`src/verilog/grac_pkg.sv`:
```
// grac_pkg: shared constants and types of the gravity rotation angle block.
// assumes binary angle units: 16-bit signed, full scale +/-180 degrees.
`default_nettype none
package grac_pkg;
    // data width inside the vector engine; inputs are 16-bit signed
    localparam int DAT_W = 20;
    localparam int ANG_W = 16;
    localparam int ACC_W = 16;
    // vector engine iteration count
    localparam int CORDIC_ITER = 14;
    // angle codes: lsb = 180/32768 degree
    localparam logic signed [15:0] ANG_ZERO = 16'sh0000;
    localparam logic signed [15:0] ANG_90 = 16'sh4000;
    localparam logic signed [15:0] ANG_M90 = 16'shc000;
    localparam logic signed [15:0] ANG_180 = 16'sh8000;
    // inverse engine gain, 0.60725 in q1.15
    localparam logic signed [15:0] INV_GAIN = 16'sh4dba;
    localparam int INV_GAIN_SH = 15;
    // most negative and most positive accelerometer codes
    localparam logic signed [15:0] ACC_MIN = 16'sh8000;
    localparam logic signed [15:0] ACC_MAX = 16'sh7fff;
    // sequencer states
    typedef enum logic [3:0] {
        GRAC_IDLE = 4'b0001,
        GRAC_ROLL = 4'b0010,
        GRAC_PUNIT = 4'b0100,
        GRAC_PEUL = 4'b1000
    } grac_state_t;
endpackage
`default_nettype wire

```
`src/verilog/grac_cordic_if.sv`:
```
// grac_cordic_if: request and answer between the sequencer and the engine.
// assumes both ends share sys_clk; start is a one-cycle pulse.
`timescale 1ns/100ps
`default_nettype none
interface grac_cordic_if;
    logic start;
    logic signed [grac_pkg::DAT_W-1:0] x;
    logic signed [grac_pkg::DAT_W-1:0] y;
    logic done;
    logic signed [grac_pkg::ANG_W-1:0] angle;
    logic signed [grac_pkg::DAT_W-1:0] mag;
    modport eng(input start, input x, input y,
        output done, output angle, output mag);
    modport ctl(output start, output x, output y,
        input done, input angle, input mag);
endinterface
`default_nettype wire

```
`src/verilog/grac_rotation.sv`:
```
// grac_rotation: static rotation angles from one accelerometer sample.
// assumes samples synchronous to sys_clk, one at a time via valid/ready.
`timescale 1ns/100ps
`default_nettype none
module grac_rotation (
    input wire logic sys_clk,
    input wire logic rst_n,
    input wire logic signed [15:0] acc_x,
    input wire logic signed [15:0] acc_y,
    input wire logic signed [15:0] acc_z,
    input wire logic acc_valid,
    output logic acc_ready,
    input wire logic cfg_euler,
    output logic signed [15:0] ang_pitch,
    output logic signed [15:0] ang_roll,
    output logic ang_valid,
    output logic ang_is_euler,
    output logic flag_rollover,
    output logic flag_pitch_lock,
    output logic flag_roll_lock
);
    ////////////////////////////////////////////////////////////////////
    // saturating negate; -(-32768) would wrap back to itself
    function automatic logic signed [15:0] neg16(input logic signed [15:0] a);
        neg16 = (a == grac_pkg::ACC_MIN) ? grac_pkg::ACC_MAX : -a;
    endfunction

    // angle magnitude beyond a quarter turn, 180 included
    function automatic logic over90(input logic signed [15:0] a);
        over90 = (a > grac_pkg::ANG_90) || (a < grac_pkg::ANG_M90);
    endfunction

    grac_pkg::grac_state_t state, next_state;
    logic signed [15:0] gx, next_gx;
    logic signed [15:0] gy, next_gy;
    logic signed [15:0] gz, next_gz;
    logic euler_q, next_euler_q;
    logic launch, next_launch;
    logic signed [15:0] roll_u, next_roll_u;
    logic signed [15:0] pitch_u, next_pitch_u;
    logic signed [grac_pkg::DAT_W-1:0] mag, next_mag;
    logic signed [15:0] next_ang_pitch;
    logic signed [15:0] next_ang_roll;
    logic next_ang_valid;
    logic next_ang_is_euler;
    logic next_flag_rollover;
    logic next_flag_pitch_lock;
    logic next_flag_roll_lock;
    // full product width, 20 + 17 bits, so nothing is cut by the multiply
    logic signed [36:0] mag_prod;
    logic signed [15:0] ngx;
    logic lock_roll;
    logic lock_pitch;

    grac_cordic_if cif ();

    grac_atan2 #(
        .ITER(grac_pkg::CORDIC_ITER)
    ) u_atan2 (
        .sys_clk(sys_clk),
        .rst_n(rst_n),
        .cif(cif)
    );

    ////////////////////////////////////////////////////////////////////
    // engine operands per phase
    // sign convention
    assign ngx = neg16(gx);
    assign mag_prod = cif.mag * $signed({1'b0, grac_pkg::INV_GAIN});
    assign lock_roll = (gy == '0) && (gz == '0);
    assign lock_pitch = (gx == '0) && (gz == '0);
    assign acc_ready = (state == grac_pkg::GRAC_IDLE);
    assign cif.start = launch;
    always_comb begin
        case (state)
            grac_pkg::GRAC_ROLL: begin
                cif.x = 20'(gz);
                cif.y = 20'(gy);
            end
            grac_pkg::GRAC_PUNIT: begin
                cif.x = 20'(gz);
                cif.y = 20'(ngx);
            end
            default: begin
                cif.x = mag;
                cif.y = 20'(ngx);
            end
        endcase
    end

    ////////////////////////////////////////////////////////////////////
    // sequencer: roll, unit pitch, euler pitch, then publish together
    always_comb begin
        next_state = state;
        next_gx = gx;
        next_gy = gy;
        next_gz = gz;
        next_euler_q = euler_q;
        next_launch = 1'b0;
        next_roll_u = roll_u;
        next_pitch_u = pitch_u;
        next_mag = mag;
        next_ang_pitch = ang_pitch;
        next_ang_roll = ang_roll;
        next_ang_valid = 1'b0;
        next_ang_is_euler = ang_is_euler;
        next_flag_rollover = flag_rollover;
        next_flag_pitch_lock = flag_pitch_lock;
        next_flag_roll_lock = flag_roll_lock;
        case (state)
            grac_pkg::GRAC_IDLE: begin
                if (acc_valid) begin
                    next_gx = neg16(acc_x);
                    next_gy = neg16(acc_y);
                    next_gz = neg16(acc_z);
                    next_euler_q = cfg_euler;
                    next_state = grac_pkg::GRAC_ROLL;
                    next_launch = 1'b1;
                end
            end
            grac_pkg::GRAC_ROLL: begin
                if (cif.done) begin
                    next_roll_u = cif.angle;
                    next_mag = mag_prod[34:15];
                    next_state = grac_pkg::GRAC_PUNIT;
                    next_launch = 1'b1;
                end
            end
            grac_pkg::GRAC_PUNIT: begin
                if (cif.done) begin
                    next_pitch_u = cif.angle;
                    next_state = grac_pkg::GRAC_PEUL;
                    next_launch = 1'b1;
                end
            end
            grac_pkg::GRAC_PEUL: begin
                if (cif.done) begin
                    next_state = grac_pkg::GRAC_IDLE;
                    next_ang_valid = 1'b1;
                    next_ang_is_euler = euler_q;
                    // roll lock, value forced to zero
                    next_flag_roll_lock = lock_roll;
                    next_ang_roll = lock_roll ? grac_pkg::ANG_ZERO : roll_u;
                    if (euler_q) begin
                        if (cif.angle > grac_pkg::ANG_90)
                            next_ang_pitch = grac_pkg::ANG_90;
                        else if (cif.angle < grac_pkg::ANG_M90)
                            next_ang_pitch = grac_pkg::ANG_M90;
                        else
                            next_ang_pitch = cif.angle;
                        next_flag_pitch_lock = lock_roll && (gx == '0);
                        next_flag_rollover = over90(roll_u);
                    end else begin
                        next_flag_pitch_lock = lock_pitch;
                        next_ang_pitch = lock_pitch ? grac_pkg::ANG_ZERO
                                                    : pitch_u;
                        next_flag_rollover = over90(pitch_u)
                                             || over90(roll_u);
                    end
                end
            end
            default: next_state = grac_pkg::GRAC_IDLE;
        endcase
    end

    // no yaw output exists; registers only
    always_ff @(posedge sys_clk) begin
        if (!rst_n) begin
            state <= grac_pkg::GRAC_IDLE;
            gx <= '0;
            gy <= '0;
            gz <= '0;
            euler_q <= 1'b0;
            launch <= 1'b0;
            roll_u <= '0;
            pitch_u <= '0;
            mag <= '0;
            ang_pitch <= '0;
            ang_roll <= '0;
            ang_valid <= 1'b0;
            ang_is_euler <= 1'b0;
            flag_rollover <= 1'b0;
            flag_pitch_lock <= 1'b0;
            flag_roll_lock <= 1'b0;
        end else begin
            state <= next_state;
            gx <= next_gx;
            gy <= next_gy;
            gz <= next_gz;
            euler_q <= next_euler_q;
            launch <= next_launch;
            roll_u <= next_roll_u;
            pitch_u <= next_pitch_u;
            mag <= next_mag;
            ang_pitch <= next_ang_pitch;
            ang_roll <= next_ang_roll;
            ang_valid <= next_ang_valid;
            ang_is_euler <= next_ang_is_euler;
            flag_rollover <= next_flag_rollover;
            flag_pitch_lock <= next_flag_pitch_lock;
            flag_roll_lock <= next_flag_roll_lock;
        end
    end

    // helper: mode as offered at acceptance, kept apart from the datapath
    logic mode_seen, next_mode_seen;
    always_comb begin
        next_mode_seen = mode_seen;
        if (acc_valid && acc_ready) begin
            next_mode_seen = cfg_euler;
        end
    end

    // helper register for the mode check
    always_ff @(posedge sys_clk) begin
        if (!rst_n) begin
            mode_seen <= 1'b0;
        end else begin
            mode_seen <= next_mode_seen;
        end
    end
endmodule // grac_rotation
`default_nettype wire

```
`src/verilog/grac_atan2.sv`:
```
// grac_atan2: iterative vectoring engine, angle = atan2(y, x), mag = k*|v|.
// assumes x and y stand stable in the start cycle; |x|,|y| below 2^17.
`timescale 1ns/100ps
`default_nettype none
module grac_atan2 #(
    parameter int ITER = grac_pkg::CORDIC_ITER
) (
    input wire logic sys_clk,
    input wire logic rst_n,
    grac_cordic_if.eng cif
);
    ////////////////////////////////////////////////////////////////////
    // arctangent of 2^-i in angle codes
    function automatic logic signed [15:0] atan_lut(input logic [3:0] i);
        case (i)
            4'h0: atan_lut = 16'sh2000;
            4'h1: atan_lut = 16'sh12e4;
            4'h2: atan_lut = 16'sh09fb;
            4'h3: atan_lut = 16'sh0511;
            4'h4: atan_lut = 16'sh028b;
            4'h5: atan_lut = 16'sh0146;
            4'h6: atan_lut = 16'sh00a3;
            4'h7: atan_lut = 16'sh0051;
            4'h8: atan_lut = 16'sh0029;
            4'h9: atan_lut = 16'sh0014;
            4'ha: atan_lut = 16'sh000a;
            4'hb: atan_lut = 16'sh0005;
            4'hc: atan_lut = 16'sh0003;
            4'hd: atan_lut = 16'sh0001;
            default: atan_lut = 16'sh0000;
        endcase
    endfunction

    logic signed [grac_pkg::DAT_W-1:0] cx, next_cx;
    logic signed [grac_pkg::DAT_W-1:0] cy, next_cy;
    logic signed [15:0] cz, next_cz;
    logic [3:0] step, next_step;
    logic run, next_run;
    logic hold, next_hold;
    logic done, next_done;

    ////////////////////////////////////////////////////////////////////
    // y == 0 holds the angle exact (0 or 180) so a level unit reads zero
    // exact level zero
    always_comb begin
        next_cx = cx;
        next_cy = cy;
        next_cz = cz;
        next_step = step;
        next_run = run;
        next_hold = hold;
        next_done = 1'b0;
        if (cif.start) begin
            next_run = 1'b1;
            next_step = 4'h0;
            next_hold = (cif.y == '0);
            if (cif.x < 0) begin
                // pre-rotate the left half plane by a quarter turn
                if (cif.y >= 0) begin
                    next_cx = cif.y;
                    next_cy = -cif.x;
                    next_cz = (cif.y == '0) ? grac_pkg::ANG_180
                                            : grac_pkg::ANG_90;
                end else begin
                    next_cx = -cif.y;
                    next_cy = cif.x;
                    next_cz = grac_pkg::ANG_M90;
                end
            end else begin
                next_cx = cif.x;
                next_cy = cif.y;
                next_cz = grac_pkg::ANG_ZERO;
            end
        end else if (run) begin
            if (cy >= 0) begin
                next_cx = cx + (cy >>> step);
                next_cy = cy - (cx >>> step);
                if (!hold) next_cz = cz + atan_lut(step);
            end else begin
                next_cx = cx - (cy >>> step);
                next_cy = cy + (cx >>> step);
                if (!hold) next_cz = cz - atan_lut(step);
            end
            if (step == 4'(ITER - 1)) begin
                next_run = 1'b0;
                next_done = 1'b1;
            end else begin
                next_step = step + 4'h1;
            end
        end
    end

    // state registers
    always_ff @(posedge sys_clk) begin
        if (!rst_n) begin
            cx <= '0;
            cy <= '0;
            cz <= '0;
            step <= 4'h0;
            run <= 1'b0;
            hold <= 1'b0;
            done <= 1'b0;
        end else begin
            cx <= next_cx;
            cy <= next_cy;
            cz <= next_cz;
            step <= next_step;
            run <= next_run;
            hold <= next_hold;
            done <= next_done;
        end
    end

    assign cif.done = done;
    assign cif.angle = cz;
    assign cif.mag = cx;
endmodule // grac_atan2
`default_nettype wire

```
`config.mk`:
```
export PLATFORM = sky130hd
export DESIGN_NAME = grac_rotation
export DESIGN_NICKNAME = d
export VERILOG_FILES = /design/src/verilog/grac_pkg.sv /design/src/verilog/grac_cordic_if.sv /design/src/verilog/grac_rotation.sv /design/src/verilog/grac_atan2.sv
export SDC_FILE = /design/constraint.sdc
export NUM_CORES = 1
export LEC_CHECK = 0
export BUFFER_PORTS_ARGS = -buffer_cell sky130_fd_sc_hd__buf_2
export CAP_MARGIN = 25
export CORE_MARGIN = 2
export CORE_UTILIZATION = 55
export CTS_CLUSTER_SIZE = 12
export DETAILED_ROUTE_END_ITERATION = 12
export PLACE_DENSITY_LB_ADDON = 0.25
export RECOVER_POWER = 100
export SLEW_MARGIN = 30
export SYNTH_ARGS = -nofsm -noshare
export SYNTH_HDL_FRONTEND = slang
export SYNTH_SLANG_ARGS = --single-unit
```
`constraint.sdc`:
```
create_clock -name sys_clk -period 8.9 [get_ports sys_clk]
set_input_delay 0.89 -clock sys_clk [delete_from_list [all_inputs] [get_ports sys_clk]]
set_output_delay 0.89 -clock sys_clk [all_outputs]
set_load 0.05 [all_outputs]
```
# ---- Word-level counts from Yosys, hierarchy flattened
# Memories as Yosys holds them, arrays and structs flattened. A register that Yosys moved wholly into a read port is not among the register bits.
# Cells that the tools add are included.
dict set report totals {
  ff_bits 206
  rom_bits 448
  input_bits 52
  out_inout_bits 38
  wordCells 144
  mem_count 2
}
# memory depth width rd rd_clocked_by_memory_dff write_ports line_no
set mem_list {}
lappend mem_list {{(name not given)} 16 14 1 1 0 grac_atan2.sv:15} ;# case (i)
lappend mem_list {{(name not given)} 16 14 1 1 0 grac_atan2.sv:15}
dict set report classes {
  add_sub_neg 13
  multipliers 1
  magnitude_cmp 9
  n_eq_ne 14
  shift 2
  mux 55
  n_bitwise 3
  n_reduce_logical 22
}
# cell n
set op_table {}
lappend op_table {{16-bit 2-to-1 mux} 25}
lappend op_table {{20-bit 2-to-1 mux} 12}
lappend op_table {{16-bit == test (second input constant)} 4}
lappend op_table {{16-bit negator} 4}
lappend op_table {{16-bit greater-than comparator (second input constant)} 3}
lappend op_table {{16-bit zero test} 3}
lappend op_table {{16-bit by 15-bit < comparator with 1-bit output (second input constant)} 3}
lappend op_table {{20-bit adder} 2}
lappend op_table {{20-bit by 1-bit greater-or-equal comparator with 1-bit output (second input constant)} 2}
lappend op_table {{20-bit negator} 2}
lappend op_table {{20-bit by 4-bit >>> shifter with 20-bit output} 2}
lappend op_table {{20-bit subtractor} 2}
lappend op_table {{20-bit by 15-bit multiplier with 34-bit output (second input constant)} 1}
lappend op_table {{4-bit 2-to-1 mux} 8}
lappend op_table {{20-bit zero test} 1}
lappend op_table {{20-bit by 1-bit < comparator with 1-bit output (second input constant)} 1}
lappend op_table {{16-bit adder} 1}
lappend op_table {{4-bit case mux with 4 select lines} 1}
lappend op_table {{16-bit subtractor} 1}
lappend op_table {{2-bit AND reduction} 7}
lappend op_table {{4-bit == test (second input constant)} 2}
lappend op_table {{1-bit 2-to-1 mux} 8}
lappend op_table {{2-bit by 1-bit inequality test with 1-bit output (second input constant)} 3}
lappend op_table {{4-bit by 1-bit adder with 4-bit output (second input constant)} 1}
lappend op_table {{other kinds (12)} 20}

# ---- Logic depth before layout (Yosys ltp)
dict set report depth {
  depth_word 9
  depth_mapped 25
  mapped_depth_nobuf 22
}

# ---- Hierarchy
# A second synthesis with hierarchy kept.
dict set report hier_totals {
  cells_unflattened 2706
  area_unflattened_um2 22185.0
}
# module n_inst cells_each area_each_um2 seq_area_each_um2
set by_module_without_submodules {}
lappend by_module_without_submodules {grac_rotation 1 1420 12339.3 2862.7}
lappend by_module_without_submodules {grac_atan2 1 1286 9845.7 1541.5}

# ---- Least setup slack after synthesis
# No wires, ideal clock.
dict set report synth_timing {
  kind {register -> register}
  start {register u_atan2.cx, in the netlist u_atan2.cif.mag[13]}
  end {register mag[15] (netlist name)}
  setup_ps 129
  t_arrival_ps 5592
  required_time_ps 8771
  setup_slack_ps 3180
  path_stages_with_launch 21
  path_buffers 0
  synth_period_minus_slack_ps 5720
  path_cell_list {dfxtp_1 -> ha_1 -> inv_1 -> fa_1 -> inv_1 -> fa_1 -> fa_1 -> fa_1 -> inv_1 -> fa_1 -> inv_1 -> ha_1 -> a2111oi_0 -> o21ai_0 -> a31o_2 -> a21oi_1 -> o31a_1 -> o21ai_0 -> and3_1 -> o311ai_0 -> nand2_1}
}
dict set report synth_via {
  elab_chain_cells 1
}
# element line_no
set synth_lines {}
lappend synth_lines {{from (decl)} grac_atan2.sv:34} ;# logic signed [grac_pkg::DAT_W-1:0] cx, next_cx;
lappend synth_lines {{from (signal assigned)} grac_atan2.sv:104} ;# cx <= next_cx;
lappend synth_lines {{20-bit by 15-bit multiplier with 34-bit output} grac_rotation.sv:69} ;# assign mag_prod = cif.mag * $signed({1'b0, grac_pkg::INV_GAIN});
lappend synth_lines {{to (signal assigned)} grac_rotation.sv:194} ;# mag <= next_mag;
lappend synth_lines {{to (decl)} grac_rotation.sv:41} ;# logic signed [grac_pkg::DAT_W-1:0] mag, next_mag;
# Every way passes these cells.
# A chain may end at the register's enable or synchronous reset.

# ---- Final worst setup path
dict set report layout_timing {
  start {register u_atan2.step[1]}
  end {register u_atan2.cy[16] (netlist name)}
}
dict set report layout_via {
  elab_chain_cells 5
  word_cells_on_any_way 6
  classes_between {2 x add/sub; 1 x shift; 3 x mux}
}
# element line_no
set layout_lines {}
lappend layout_lines {{from (decl)} grac_atan2.sv:37} ;# logic [3:0] step, next_step;
lappend layout_lines {{from (signal assigned)} grac_atan2.sv:107} ;# step <= next_step;
lappend layout_lines {{20-bit by 4-bit >>> shifter with 20-bit output *} {grac_atan2.sv:77, grac_atan2.sv:81}}
lappend layout_lines {{20-bit adder / 20-bit subtractor (equally long branches)} {grac_atan2.sv:81, grac_atan2.sv:77}}
lappend layout_lines {{20-bit 2-to-1 mux *} grac_atan2.sv:75} ;# if (cy >= 0) begin
lappend layout_lines {{20-bit 2-to-1 mux *} grac_atan2.sv:74} ;# end else if (run) begin
lappend layout_lines {{20-bit 2-to-1 mux *} grac_atan2.sv:53} ;# if (cif.start) begin
lappend layout_lines {{to (signal assigned)} grac_atan2.sv:105} ;# cy <= next_cy;
lappend layout_lines {{to (decl)} grac_atan2.sv:35} ;# logic signed [grac_pkg::DAT_W-1:0] cy, next_cy;
# Mark *: on every way between the ends. The rest lies on a longest branch, timed or not. The select of a mux whose other input is x is not followed.

==> results.md <==
* Root Driver: clkbuf_16
* Largest net degree at the start of global routing at 80
* Filler cells at approximately 3,700
* Port bufs at 89
* Clock power share at 16.3%
* H-tree depth at 1
* Yosys cell types at 87
* Synthesized area per cell at between 8 and 9 um2
* # resized after CTS at 0
* DRT Pass-1 Iters at 8
* Post-route cell area at between 20,000 and 25,000 um2
* Final-stage net count at about 3,100
* Die Y at approximately 210 um
* Sequential share of power at between 10% and 20%
* Yosys warnings at 0
* Crit end category: flop
* Register Area at 4410 um2
* Top-count cell post-synth: nand2_1
* Die area at about 42,000 um2
* WL/cell at 20.3 um
* Worst Tran Pin Value at ~3.6 ns
* NetSw at ~3.2 mW
* GRT Max-Usage Layer: met2
* Post-synthesis async set-or-reset flop share at 0%
* Worst-path clk slew at ~0.06 ns
* Area growth from synthesis to layout at 7.09%
* CTS Buf Count at 26
* First-pass GRT wire length at 107,000 um
* Initial core utilization at about 55%
* Post-Synthesis Cells at ~2,700
* Drc violations at 0
* DP Wirelength at about 51,000 um
* Path type of the worst setup path: flop to flop
* Violated checks: max-capacitance violations, max-slew violations
* Fin Clk Skew at 0.0253 ns
* Vias in the first global route at 19,500
* Final ANT Viol Nets at 0
* Area occupied by multi-input gates at 16,600 um2
* Total Routing Usage GR at roughly a third
* Hold Vio Cnt, Final at 0
* Pre-CTS setup slack at roughly 2.3 ns
* Pins over their slew limit at 340
* Clk_lat worst skew at 0.57 ns
* P_int at 3.43 mW
* Share of layout cells above drive strength 1 at 6.85%
* Sw frac at 48.6%
* Total grt overflow at 0
* Ys flop type: dfxtp_1
* Max VDD drop at between 0.0003 and 0.0004 V
* Synth area leader: dfxtp_1
* Status: finished with violations
* Met3 usage at ~5.7%
* GR Util met2 at between 40% and 50%
* CTS tree: built
* Avg Vias per Cell at roughly 6.2
* Cell Pwr Density at 277 nW/um2
* Initial antenna violation count at 1
* Number of synthesized flops with an enable pin at 0
* CP required at about 9.4 ns
* Worst EP arrival at 7.91 ns
* FP Rows at 74
* R2R cell count at 17
* Post-synthesis sequential area ratio at 19.6%
* Max Cap Violations at 7
* Post-CTS Hold Buffers at 0
* Die Wd at 206 um
* Core ar. at 40,600 um2
* Post-synth top cells: 276 x nand2_1, 251 x inv_1, 220 x dfxtp_1
* Mapped cell area at approximately 22,000 um2
* Setup Buffers After CTS at 0
* Syn_nets at approximately 3,100
* Comb power frac at ~66%
* Total power draw at between 6 and 7 mW
* # setup viols final at 0
* Final worst path period share at 83.7%
* Synth top area cells: dfxtp_1 20%, fa_1 12%, ha_1 11%, a21oi_1 4.7%, nand2_1 4.6%
* Vias at 20,600
* GPL Wtd Cong at ~0.95
* Crit-path max FO at 46
* Met1 Use GR at about 45%
* Share of the synthesized area in the top cell type at 19.6%
* Leakage at about 11 nW
* CP Launch Type: flop
* Min-delay worst type: flop to flop
* Post-DP Area at between 20,000 and 25,000 um2
* Min setup slack post-route at ~1.4 ns
* Initial DRC count at around 1,800
* Top achievable clock speed at ~130 MHz
* CTS Buffer Depth at 3
* RSZ-0062 raised after global routing: no
* Worst hold stages at 2
* Tmin final at about 7.5 ns
* Setup TNS at 0 ns
* I/O Pins at 90
* Final Util at between 50% and 60%
* Final wirelength at ~67,000 um
* Yosys reg bits at between 200 and 250
* # clock sinks at 220
* Max_slew headroom at -141%
[power by group through the flow]
stage / Sequential [mW] / Clock (mW) / Combinational (mW)
floorplan: 1.15 / 0 / 3.28
global route: 1.22 / 1.14 / 4.93
global placement: 1.22 / 0 / 4.17
CTS: 1.20 / 1.10 / 4.30
finish: 1.21 / 1.09 / 4.37
detailed placement: 1.22 / 0 / 4.26
[critical path, cell delays in order (launching register included)]
cell      delay [ns]
dfxtp_2         0.62
clkbuf_1        1.83
mux4_1          0.78
mux2_2          0.31
a222oi_1        0.55
ha_1            0.31
nor2_1          0.07
xnor2_1         0.18
ha_1            0.36
a21o_1          0.18
a21oi_1         0.28
o21ai_0         0.16
a31oi_1         0.39
o21a_1          0.22
o21ai_0         0.15
o21ai_0         0.23
mux2_2          0.36
o41ai_1         0.35
[cell families after synthesis]
logic type	Yosys count	synth area share, %
AND/OR/NAND/NOR	830	17.4
flip-flops	220	19.6
AO/OA/AOI/OAI	692	19.6
multiplexers	110	6.99
adder cells (fa/ha/maj)	328	22.6
XOR/XNOR	183	7.19
buffers and inverters	385	6.58
[layer usage]
metal | up-vias | wire, um
met5 | - | 0
met4 | 0 | 2260
met3 | 158 | 5620
met2 | 778 | 29700
met1 | 9883 | 29400
li1 | 9751 | -
[path summary, 6_finish.rpt]
check                   from               to  slack [ns]
max          u_atan2.step[1]   u_atan2.cy[16]        1.45
min          flag_pitch_lock  flag_pitch_lock        0.46
max reg2reg  u_atan2.step[1]   u_atan2.cy[16]        1.45
min reg2reg  flag_pitch_lock  flag_pitch_lock        0.46
[cell usage in the layout (no fill, tap or decap), drive strengths merged, types with 35 or more instances in the layout]
cell type / netlist / layout
buf: 22 / 68
nor3: 80 / 80
mux2i: 61 / 61
fa: 130 / 130
dfxtp: 220 / 220
nor2: 217 / 217
xor2: 77 / 77
nand2: 277 / 277
clkbuf: 110 / 80
a211oi: 41 / 41
nand3: 48 / 48
ha: 198 / 198
inv: 252 / 252
a21oi: 212 / 212
xnor2: 105 / 105
mux4: 35 / 35
o21ai: 155 / 155
a22oi: 35 / 35
[flip-flops by register name, summed over array words and instances (netlist names), 4 cells and up, named ones only]
signal	count
state	4
ang_roll	16
ang_pitch	16
mag	20
pitch_u	16
roll_u	16
gy	16
u_atan2.cif.angle	16
u_atan2.cy	20
u_atan2.step	4
gz	16
u_atan2.cif.mag	20
gx	16
[metrics by stage]
step / hold WS, ns / cells
after floorplan: 0.428 / 2748
after global placement: 0.440 / 3261
after detailed placement: 0.453 / 3261
after CTS: 0.464 / 3307
after global routing: 0.496 / 3307
final: 0.459 / 3308
[final cells by class]
cell class	instances	area share (%)
antenna	1	0.0104
clock buffer	35	3.01
multi-input combinational	2143	69.1
tap	532	2.77
sequential	220	18.3
inverter	253	3.95
clock inverter	11	0.530
timing repair buffer	113	2.30
Note: power is estimated with default switching activity, not from simulation.
